### src/modem_ctrl_pkg.sv
// What this block does
// - Control word 1180 hex holds the device in reset while powered up
// - Transmit word 1E05 hex sends a fixed 1209 Hz tone at 0 dB
// - Level field 111 gives 0 dB, 000 gives -10.5 dB
// - Tone code 01010 sends a fixed 2100 Hz answer tone
// - Mode 0100 is V.23 FSK 75 bps; low bits 011 send ones
// - Tone code 11101 sends DTMF digit A while it stays written
// - Tone code 11110 sends DTMF digit B while it stays written
// - Tone code 00000 silences the transmitter at once
`default_nettype none
package modem_ctrl_pkg;

    localparam longint CLK_HZ = 100_000_000;
    localparam int PHASE_W = 24;

    // Register indices as printed; byte address is four times the index
    localparam logic [7:0] IDX_GEN_CTRL = 8'hE0;
    localparam logic [7:0] IDX_TX_MODE = 8'hE1;
    localparam logic [7:0] IDX_STATUS = 8'hF0;
    localparam logic [11:0] ADDR_GEN_CTRL = {2'h0, IDX_GEN_CTRL, 2'h0};
    localparam logic [11:0] ADDR_TX_MODE = {2'h0, IDX_TX_MODE, 2'h0};
    localparam logic [11:0] ADDR_STATUS = {2'h0, IDX_STATUS, 2'h0};

    localparam logic [15:0] GEN_CTRL_RESET = 16'h0000;
    localparam logic [15:0] TX_MODE_RESET = 16'h0000;

    // General control fields
    localparam int GC_MASK_MSB = 5;
    localparam int GC_IRQEN_BIT = 6;
    localparam int GC_RESET_BIT = 7;
    localparam int GC_POWER_BIT = 8;
    localparam int GC_HOOK_BIT = 9;
    localparam int GC_EQDIS_BIT = 10;
    localparam int GC_LOOP_BIT = 11;
    localparam int GC_XTAL_BIT = 12;

    // Transmit mode fields
    localparam int TM_MODE_MSB = 15;
    localparam int TM_MODE_LSB = 12;
    localparam int TM_LVL_MSB = 11;
    localparam int TM_LVL_LSB = 9;
    localparam int TM_GUARD_BIT = 8;
    localparam int TM_TONE_MSB = 4;
    localparam int TM_FSK_MSB = 2;

    typedef enum logic [3:0] {
        TXM_TONE = 4'h1,
        TXM_FSK75 = 4'h4
    } tx_mode_t;

    localparam logic [4:0] TONE_NONE = 5'h00;
    localparam logic [4:0] TONE_1209 = 5'h05;
    localparam logic [4:0] TONE_2100 = 5'h0A;
    localparam logic [4:0] TONE_DTMF_A = 5'h1D;
    localparam logic [4:0] TONE_DTMF_B = 5'h1E;
    localparam logic [2:0] FSK_CONT_ONES = 3'h3;
    localparam logic [2:0] LVL_0DB = 3'h7;
    localparam logic [2:0] LVL_MIN = 3'h0;

    localparam int HZ_1209 = 1209;
    localparam int HZ_2100 = 2100;
    localparam int HZ_697 = 697;
    localparam int HZ_770 = 770;
    localparam int HZ_1633 = 1633;
    localparam int HZ_FSK75_MARK = 390;

    // Square-wave peak: one tone full, each half of a pair at half
    localparam logic [15:0] AMP_SINGLE = 16'h4000;
    localparam logic [15:0] AMP_DUAL = 16'h2000;
    localparam int GAIN_SHIFT = 15;

    function automatic logic [PHASE_W-1:0] phase_inc(input int hz);
        longint t;
        t = (longint'(hz) <<< PHASE_W) / CLK_HZ;
        return t[PHASE_W-1:0];
    endfunction : phase_inc

    // Q15 gain in 1.5 dB steps from -10.5 dB up to 0 dB
    function automatic logic [15:0] level_gain(input logic [2:0] lvl);
        case (lvl)
            3'h7: return 16'h7FFF;
            3'h6: return 16'h6BB3;
            3'h5: return 16'h5A9E;
            3'h4: return 16'h4C3F;
            3'h3: return 16'h4027;
            3'h2: return 16'h35FA;
            3'h1: return 16'h2D6B;
            default: return 16'h2637;
        endcase
    endfunction : level_gain

endpackage : modem_ctrl_pkg
`default_nettype wire

### src/tone_synth.sv
`default_nettype none
module tone_synth
    import modem_ctrl_pkg::*;
(
    input wire logic pclk,
    input wire logic presetn,
    input wire logic tone_on,
    input wire logic tone_dual,
    input wire logic [PHASE_W-1:0] inc_a,
    input wire logic [PHASE_W-1:0] inc_b,
    input wire logic [15:0] gain,
    output logic signed [15:0] tx_sample,
    output logic tx_active
);

    logic [PHASE_W-1:0] phase_a_reg, phase_a_next;
    logic [PHASE_W-1:0] phase_b_reg, phase_b_next;
    logic signed [15:0] sample_reg, sample_next;
    logic active_reg, active_next;
    logic signed [16:0] raw;
    logic signed [16:0] amp_a, amp_b;
    logic signed [33:0] prod;

    always_comb begin
        amp_a = tone_dual ? 17'(AMP_DUAL) : 17'(AMP_SINGLE);
        amp_b = tone_dual ? 17'(AMP_DUAL) : 17'h00000;
        raw = (phase_a_reg[PHASE_W-1] ? -amp_a : amp_a)
            + (phase_b_reg[PHASE_W-1] ? -amp_b : amp_b);
        prod = 34'(raw) * $signed({1'b0, gain});
        // Phases restart from zero so each tone burst starts alike
        phase_a_next = tone_on ? phase_a_reg + inc_a : '0;
        phase_b_next = (tone_on && tone_dual) ? phase_b_reg + inc_b : '0;
        sample_next = tone_on ? prod[GAIN_SHIFT +: 16] : 16'sh0000;
        active_next = tone_on;
    end

    always_ff @(posedge pclk or negedge presetn) begin
        if (!presetn) begin
            phase_a_reg <= '0;
            phase_b_reg <= '0;
            sample_reg <= 16'sh0000;
            active_reg <= 1'b0;
        end else begin
            phase_a_reg <= phase_a_next;
            phase_b_reg <= phase_b_next;
            sample_reg <= sample_next;
            active_reg <= active_next;
        end
    end

    assign tx_sample = sample_reg;
    assign tx_active = active_reg;

endmodule : tone_synth
`default_nettype wire

### src/modem_tx_ctrl.sv
// Chosen here: the APB register port.
`default_nettype none
module modem_tx_ctrl
    import modem_ctrl_pkg::*;
(
    input wire logic pclk,
    input wire logic presetn,
    input wire logic psel,
    input wire logic penable,
    input wire logic pwrite,
    input wire logic [11:0] paddr,
    input wire logic [31:0] pwdata,
    output logic [31:0] prdata,
    output logic pready,
    output logic pslverr,
    output logic device_reset,
    output logic powered_up,
    output logic off_hook,
    output logic equaliser_disable,
    output logic loopback_off,
    output logic xtal_select,
    output logic irq_out_enable,
    output logic [GC_MASK_MSB:0] irq_mask,
    output logic guard_tone_enable,
    output logic signed [15:0] tx_sample,
    output logic tx_active
);

    ////////////////////////////////////////////////////////////////////////
    // APB register file

    logic [15:0] gen_ctrl_reg, gen_ctrl_next;
    logic [15:0] tx_mode_reg, tx_mode_next;
    logic [31:0] prdata_reg, prdata_next;
    logic hit_gc, hit_tm, hit_st, hit_any, wr_access;
    logic [15:0] status_word;

    always_comb begin
        hit_gc = (paddr == ADDR_GEN_CTRL);
        hit_tm = (paddr == ADDR_TX_MODE);
        hit_st = (paddr == ADDR_STATUS);
        hit_any = hit_gc || hit_tm || hit_st;
        wr_access = psel && penable && pwrite;
    end

    // Zero wait states; data is loaded during the setup cycle
    assign pready = 1'b1;
    assign pslverr = psel && penable && !hit_any;
    assign prdata = prdata_reg;

    always_comb begin
        gen_ctrl_next = gen_ctrl_reg;
        tx_mode_next = tx_mode_reg;
        if (wr_access && hit_gc) begin
            gen_ctrl_next = pwdata[15:0];
        end
        if (wr_access && hit_tm) begin
            tx_mode_next = pwdata[15:0];
        end
        prdata_next = prdata_reg;
        if (psel && !penable) begin
            if (hit_gc) begin
                prdata_next = {16'h0000, gen_ctrl_reg};
            end else if (hit_tm) begin
                prdata_next = {16'h0000, tx_mode_reg};
            end else if (hit_st) begin
                prdata_next = {16'h0000, status_word};
            end else begin
                prdata_next = 32'h00000000;
            end
        end
    end

    always_ff @(posedge pclk or negedge presetn) begin
        if (!presetn) begin
            gen_ctrl_reg <= GEN_CTRL_RESET;
            tx_mode_reg <= TX_MODE_RESET;
            prdata_reg <= 32'h00000000;
        end else begin
            gen_ctrl_reg <= gen_ctrl_next;
            tx_mode_reg <= tx_mode_next;
            prdata_reg <= prdata_next;
        end
    end

    ////////////////////////////////////////////////////////////////////////
    // General control fields, plus the guard-tone bit of the transmit mode word

    always_comb begin
        device_reset = gen_ctrl_reg[GC_RESET_BIT];
        powered_up = gen_ctrl_reg[GC_POWER_BIT];
        off_hook = gen_ctrl_reg[GC_HOOK_BIT];
        equaliser_disable = gen_ctrl_reg[GC_EQDIS_BIT];
        loopback_off = !gen_ctrl_reg[GC_LOOP_BIT];
        xtal_select = gen_ctrl_reg[GC_XTAL_BIT];
        irq_out_enable = gen_ctrl_reg[GC_IRQEN_BIT];
        irq_mask = gen_ctrl_reg[GC_MASK_MSB:0];
        guard_tone_enable = tx_mode_reg[TM_GUARD_BIT];
    end

    ////////////////////////////////////////////////////////////////////////
    // Transmit mode decode

    tx_mode_t tx_mode;
    logic [4:0] tone_code;
    logic [2:0] fsk_data;
    logic [2:0] tx_level;
    logic tone_on, tone_dual, tx_run;
    logic [PHASE_W-1:0] inc_a, inc_b;
    logic [15:0] tone_gain;

    always_comb begin
        tx_mode = tx_mode_t'(tx_mode_reg[TM_MODE_MSB:TM_MODE_LSB]);
        tone_code = tx_mode_reg[TM_TONE_MSB:0];
        fsk_data = tx_mode_reg[TM_FSK_MSB:0];
        tx_level = tx_mode_reg[TM_LVL_MSB:TM_LVL_LSB];
        tone_gain = level_gain(tx_level);
        // Nothing leaves the transmitter while reset or powered down
        tx_run = powered_up && !device_reset;
        tone_on = 1'b0;
        tone_dual = 1'b0;
        inc_a = '0;
        inc_b = '0;
        case (tx_mode)
            TXM_TONE: begin
                case (tone_code)
                    TONE_1209: begin
                        inc_a = phase_inc(HZ_1209);
                        tone_on = 1'b1;
                    end
                    TONE_2100: begin
                        inc_a = phase_inc(HZ_2100);
                        tone_on = 1'b1;
                    end
                    TONE_DTMF_A: begin
                        inc_a = phase_inc(HZ_697);
                        inc_b = phase_inc(HZ_1633);
                        tone_dual = 1'b1;
                        tone_on = 1'b1;
                    end
                    TONE_DTMF_B: begin
                        inc_a = phase_inc(HZ_770);
                        inc_b = phase_inc(HZ_1633);
                        tone_dual = 1'b1;
                        tone_on = 1'b1;
                    end
                    default: begin
                        tone_on = 1'b0;
                    end
                endcase
            end
            TXM_FSK75: begin
                // Only the continuous-ones source has a data path here
                if (fsk_data == FSK_CONT_ONES) begin
                    inc_a = phase_inc(HZ_FSK75_MARK);
                    tone_on = 1'b1;
                end
            end
            default: begin
                tone_on = 1'b0;
            end
        endcase
        if (!tx_run) begin
            tone_on = 1'b0;
            tone_dual = 1'b0;
        end
    end

    tone_synth u_synth (
        .pclk(pclk),
        .presetn(presetn),
        .tone_on(tone_on),
        .tone_dual(tone_dual),
        .inc_a(inc_a),
        .inc_b(inc_b),
        .gain(tone_gain),
        .tx_sample(tx_sample),
        .tx_active(tx_active)
    );

    assign status_word = {11'h000, tx_mode == TXM_FSK75, tone_dual,
                          device_reset, powered_up, tx_active};

    ////////////////////////////////////////////////////////////////////////
    // Checks

    localparam logic signed [15:0] MIN_LVL_LIMIT = 16'sd4892;
endmodule : modem_tx_ctrl
`default_nettype wire

### config.mk
export PLATFORM = sky130hd
export DESIGN_NAME = modem_tx_ctrl
export DESIGN_NICKNAME = d
export VERILOG_FILES = /design/src/modem_ctrl_pkg.sv /design/src/tone_synth.sv /design/src/modem_tx_ctrl.sv
export SDC_FILE = /design/constraint.sdc
export NUM_CORES = 1
export LEC_CHECK = 0
export BUFFER_PORTS_ARGS = -buffer_cell sky130_fd_sc_hd__buf_2
export CORE_MARGIN = 5
export CORE_UTILIZATION = 35
export CTS_BUF_LIST = sky130_fd_sc_hd__clkbuf_16
export DETAILED_ROUTE_END_ITERATION = 16
export HOLD_SLACK_MARGIN = 0.02
export PLACE_DENSITY_LB_ADDON = 0.25
export SLEW_MARGIN = 20
export SYNTH_ARGS = -nofsm -noshare
export SYNTH_HDL_FRONTEND = slang
export SYNTH_SLANG_ARGS = --single-unit
### constraint.sdc
create_clock -name pclk -period 7.7 [get_ports pclk]
set_clock_uncertainty 0.1 [all_clocks]
set_input_delay 0.77 -clock pclk [delete_from_list [all_inputs] [get_ports pclk]]
set_output_delay 0.77 -clock pclk [all_outputs]
set_load 0.005 [all_outputs]
Word-level counts from Yosys, hierarchy flattened. Index checks and enable logic that the tools add are counted. Widths: inputs -> output; s select.

Input bits: 49. Register bits: 129.

Multiplexer cells: 23. Reduce and logical (&&, ||, !) cells: 16. Equality and inequality tests: 17. Multipliers: 1. Add/sub/neg operators: 5.

Operator list (number): $pmux 15 s7 (1); $add 24x9->24 (2); $mux 16 (3); $mux 24 (2); $eq 12x10->1 const B (3); $pmux 9 s4 (1); $mux 17 (2); $neg 17->17 (2); $mul 17x16->31 (1); $mux 9 (2); $pmux 9 s2 (1); $add 17x17->17 (1); $mux 15 (1); $mux 14 (1); $eq 3x3->1 const B (4); $eq 5x5->1 const B (2); $eq 3x2->1 const B (3); $logic_and 1x1->1 (8); $mux 7 (1); $mux 1 (6); $eq 5x3->1 const B (1); $eq 5x4->1 const B (1); $mux 5 (1); $eq 4x1->1 const B (1); other kinds (7) (11).

Depth between registers and ports, before layout.
Depth after elaboration: 11. Mapped depth: 31. Depth with buffers taken out: 31.

Modules after synthesis. From an unflattened synthesis, not the netlist that was laid out.

Cells, all modules: 1037. Area total of the unflattened synthesis: 9907.0 µm².

Modules (own cells, without submodules): tone_synth (cells each 788, instances 1, area an instance 7260.7 µm², seq. area each 1626.6 µm²); modem_tx_ctrl (cells each 249, instances 1, area an instance 2646.3 µm², seq. area each 1201.2 µm²).

Worst setup path after synthesis. No wires, ideal clock.

Path type: register to register. Start: register tx_mode_reg[13]. End: register u_synth.sample_reg[15] (netlist: u_synth.tx_sample[15]). Path buffers: 1. Library setup time: 0.078 ns. Setup slack: 0.826 ns. Arrival time: 6.696 ns. Cell stages (with the launch flop): 23. Cell sequence: dfrtp_1 > nor4b_1 > nand3_1 > o41ai_1 > clkbuf_1 > inv_1 > fa_1 > fa_1 > xor2_1 > xnor2_1 > fa_1 > inv_1 > fa_1 > inv_1 > fa_1 > inv_1 > ha_1 > a21oi_1 > a21boi_0 > a21oi_1 > a211oi_1 > or3_1 > a21oi_1.

Longest elaborated chain between the ends: 9. Elaborated cells on any way between the ends: 15.

RTL lines: start, declared (RTL line modem_tx_ctrl.sv:33) `logic [15:0] tx_mode_reg, tx_mode_next;`; start signal, assigned (RTL line modem_tx_ctrl.sv:81) `tx_mode_reg <= tx_mode_next;`; $eq 4x1->1 (RTL line modem_tx_ctrl.sv:124) `case (tx_mode)`; $mux 1 (RTL line modem_tx_ctrl.sv:124); $mux 1 (RTL line modem_tx_ctrl.sv:163) `if (!tx_run) begin`; $mux 15 / $mux 14 (equally long branches) (RTL line tone_synth.sv:25, tone_synth.sv:26); $neg 17->17 (on tied branches) (RTL line tone_synth.sv:27, tone_synth.sv:28); $mux 17 (on tied branches) (RTL line tone_synth.sv:27, tone_synth.sv:28); $add 17x17->17 (RTL line tone_synth.sv:28) `+ (phase_b_reg[PHASE_W-1] ? -amp_b : amp_b);`; $mul 17x16->31 (RTL line tone_synth.sv:29) `prod = 34'(raw) * $signed({1'b0, gain});`; $mux 16 (*) (RTL line tone_synth.sv:33) `sample_next = tone_on ? prod[GAIN_SHIFT +: 16] : 16'sh0000;`; via u_synth.sample_next[15] (RTL line tone_synth.sv:18) `logic signed [15:0] sample_reg, sample_next;`; end signal, assigned (RTL line tone_synth.sv:46) `sample_reg <= sample_next;`; end, declared (RTL line tone_synth.sv:18).

The timed path passes the listed nets; every way through them passes the cells marked *. A chain may end at the register's enable or synchronous reset.

Worst setup path after layout. Same ends and word-level chain as after synthesis.

==> results.txt <==
The number of nets in the layout is 1,147. The HPWL after detailed placement came out at 13,700 µm. The number of hold-slack violations in the final timing report came out at 0. In the synthesized netlist the dominant register cell turns out to be sky130_fd_sc_hd__dfrtp_1. In this run the power density over the cells is 147.4 mW/mm². The first global-routing pass estimated 31,480 µm of wire. The share of async-settable or async-resettable flops after synthesis came out at 100.0%. The post-synthesis compound-gate area fraction is 7.676%. The sequential element share of the synthesized area is 32.36%.

The run finished with clean final reports. Setup repair after global routing left no endpoint under its margin. The most common cell in the synthesized netlist is sky130_fd_sc_hd__inv_1. The cell area after synthesis is 0.008737 mm². The worst hold slack across all endpoints is 0.2477 ns.

The worst setup path is of the flip-flop to flip-flop kind. The longest clock path from root to sink contains 2 buffers. In the synthesized netlist, the cells that appear most often are sky130_fd_sc_hd__inv_1 (124), sky130_fd_sc_hd__nor2_1 (120), sky130_fd_sc_hd__dfrtp_1 (113), sky130_fd_sc_hd__ha_1 (66), sky130_fd_sc_hd__fa_1 (61). The ratio of final minimum period to clock period is 91.36%. The overall track demand over capacity in global routing is 13.40%. Measured in cells, the most critical reg-to-reg path has a length of 31. The multiplexer share of the synthesized area is 5.370%. The overall die width came out at 168.0 µm. Of the cells placed in the final design, the portion with a size suffix greater than 1 is 17.68%.

The synthesized netlist devotes 14.71% of its cell area to simple gates. The first-pass iteration count of the detailed router is 4. Measured along the y axis, the die boundary spans 168.0 µm. The clock transition time at the flip-flop clock pins of the worst setup and hold paths is 0.07 ns.

The fraction of power spent switching nets is 24.85%. The die covers 0.02822 mm². In the post-synthesis netlist, the biggest area contributors are sky130_fd_sc_hd__dfrtp_1 (32%), sky130_fd_sc_hd__fa_1 (14%), sky130_fd_sc_hd__ha_1 (9.5%).

The slowest library cell on the worst path is sky130_fd_sc_hd__fa_1. The worst voltage drop across the vdd grid came out at 0.0001535 V. In the final routed layout, each cell accounts on average for 13.92 µm. The final routed DRC violation total came out at 0. The count of H-tree levels built during CTS came out at 4. The post-synthesis cell type count came out at 63.

STA puts the critical path data arrival time at 7.27 ns. The maximum number of pins on one net before global-route repair is 74. The required arrival time at the worst endpoint came out at 7.94 ns.

Once detail routing completed, the nets flagged for antenna violations numbered 0. The initial antenna violation count is 0. The starting density of the core is 35.72%. The yosys synthesis warning count is 0.

After Yosys synthesis, XOR and XNOR cells account for 7.218% of the synthesized area. The area growth from synthesis to layout is 14.81%. The maximum fanout along the worst path is 8. At the pin with the least slew margin, the transition time is 0.9189 ns. The number of violations of the max-capacitance limit came out at 0. The static power due to leakage came out at 5.052 nW. The sequential power share is 40.9%. The reg-to-reg endpoint is u_synth.tx_sample[15]. The max-slew violation total from the final report is 0.

The relative contribution of combinational cells to total power came out at 3.4%. The repair_antennas step left the layout with diodes totalling 0. The CTS sink count is 113. After synthesis, the largest family of logic cells by area is adder cells. The tree is rooted in a sky130_fd_sc_hd__clkbuf_16. The share of total power in the clock network came out at 55.7%.

Based on the critical path, the design can be clocked at up to 0.1421 GHz. The leading area contributor after synthesis is sky130_fd_sc_hd__dfrtp_1. The setup slack of the most critical reg-to-reg path is 0.66 ns.

TritonCTS built the clock tree. The synthesis-stage register bit count came out at 113. The setup total negative slack is 0 ns.

After Yosys synthesis, full adders, half adders and majority gates account for 23.89% of the synthesized area. The core region is 0.02446 mm². The worst setup path is captured at a flip-flop.

The number of violations reported at the end of detailed-routing iteration 0 came out at 314. The number of CTS-inserted buffers is 17. The count of input and output buffers is 80.

The number of instances in the synthesized netlist is 894. The standard-cell row count is 57. At the later pin of the worst-skew pair, clock insertion delay measures 0.42 ns. The sum of overflow across all layers after global routing came out at 0. The number of failing setup endpoints in the final timing report is 0.

The final weighted congestion in routability-driven placement is 0.7555. Subtracting the final worst setup slack from the clock period gives 7.035 ns. The worst register-to-register path begins at tx_mode_reg[13]. The mean area per synthesized cell is 9.773 µm².

STA classifies the critical path startpoint as a flip-flop. The area share of the largest cell type after synthesis came out at 32.36%. In this run the power spent charging and discharging nets is 0.3673 mW. The number of vias after detailed routing came out at 6,156. The total wire length is 18,200 µm. The min-delay analysis places its worst path in the category primary input to async pin. The boundary pin count is 114.

The worst pin sits at a relative slew slack of 38.74%. Post-CTS timing repair inserted 0 buffers for setup. The post-detailed-route via-to-cell ratio is 4.706.

The most numerous cell type found on the critical path is sky130_fd_sc_hd__inv_1. In this design, the stage delay of the slowest critical-path cell is 0.52 ns. The number of global-route vias before repair was 6,285.

The internal portion of total power came out at 1.111 mW. Counting flops with a built-in enable in the synthesized netlist gives 0.
worst max path at each step:
stage | start | to
floorplan | tx_mode_reg[13] | u_synth.tx_sample[15]
global placement | tx_mode_reg[13] | u_synth.tx_sample[15]
detailed placement | tx_mode_reg[13] | u_synth.tx_sample[15]
CTS | tx_mode_reg[13] | u_synth.tx_sample[15]
global route | tx_mode_reg[13] | u_synth.tx_sample[15]
finish | tx_mode_reg[13] | u_synth.tx_sample[15]
critical path: cells and delay by family, from the launching register on:
kind,cells,cell delay [ns]
AOI/OAI and AO/OA,6,0.95
DFF,1,0.43
muxes,1,0.16
xor gates and xnor gates,1,0.17
adders and majority gates,8,2.91
and+or+nand+nor,7,1.66
buffers and inverters,8,0.55
final cells by class:
cell class / instances / area, µm²
Sequential cell: 113 / 2828
Timing Repair Buffer: 92 / 493.0
Clock inverter: 15 / 182.7
Inverter: 126 / 473.0
Tap cell: 324 / 405.4
Fill cell: 2427 / 14430
Multi-Input combinational cell: 621 / 5224
Clock buffer: 17 / 425.4
cell families (layout without fill, tap and decap cells):
kind of cell	after synthesis	in the layout
other	2	17
XOR/XNOR	72	72
multiplexers	38	38
buffers and inverters	175	250
AO/OA/AOI/OAI	101	101
flip-flops	113	113
AND/OR/NAND/NOR	262	262
adder cells (fa/ha/maj)	131	131
power by group through the flow:
stage,registers (mW),logic [mW],clock network (mW)
final,0.605,0.0499,0.824
after global routing,0.605,0.0575,0.867
after CTS,0.605,0.0514,0.841
after detailed placement,0.616,0.0513,0
after global placement,0.616,0.0509,0
after floorplan,0.616,0.0230,0
layout by cell type (no fill, tap or decap), types with 8 or more instances in the layout:
cell type	count
sky130_fd_sc_hd__nor2_1	120
sky130_fd_sc_hd__nor2b_1	15
sky130_fd_sc_hd__dfrtp_1	113
sky130_fd_sc_hd__buf_2	79
sky130_fd_sc_hd__xor2_1	35
sky130_fd_sc_hd__nand2_1	41
sky130_fd_sc_hd__nand2b_1	8
sky130_fd_sc_hd__o21ai_0	17
sky130_fd_sc_hd__buf_4	13
sky130_fd_sc_hd__fa_1	61
sky130_fd_sc_hd__a21oi_1	29
sky130_fd_sc_hd__a221oi_1	11
sky130_fd_sc_hd__xnor2_1	37
sky130_fd_sc_hd__mux2_2	21
sky130_fd_sc_hd__clkbuf_16	17
sky130_fd_sc_hd__nor3_1	14
sky130_fd_sc_hd__nand3_1	14
sky130_fd_sc_hd__a21o_1	9
sky130_fd_sc_hd__conb_1	17
sky130_fd_sc_hd__ha_1	66
sky130_fd_sc_hd__inv_1	124
sky130_fd_sc_hd__mux2_4	10
through the flow:
step	util (%)	area [µm²]	std cells	total power [mW]	worst slack, ns
after floorplan	-	8793	909	0.6387	0.8255
after global placement	38.49	9417	1276	0.6664	0.4629
after detailed placement	38.49	9417	1276	0.6669	0.4069
after CTS	40.98	10020	1308	1.497	0.3673
after global routing	41.01	10030	1308	1.530	0.1032
final	41.01	10030	1308	1.478	0.6650
routing by layer:
metal  up-vias  wire length, µm  global-route usage [%]
met5         -                0                       0
met4         0              220                   3.352
met1      3020             8576                   18.48
met3        17              653                   2.649
met2        93             8753                   21.75
li1       3026                -                       -
what timing repair did:
item                       CTS  global route
gates resized for setup      0             1
setup endpoints to repair    0             1
hold buffers                 0             0
Note: power is estimated with default switching activity, not from simulation.
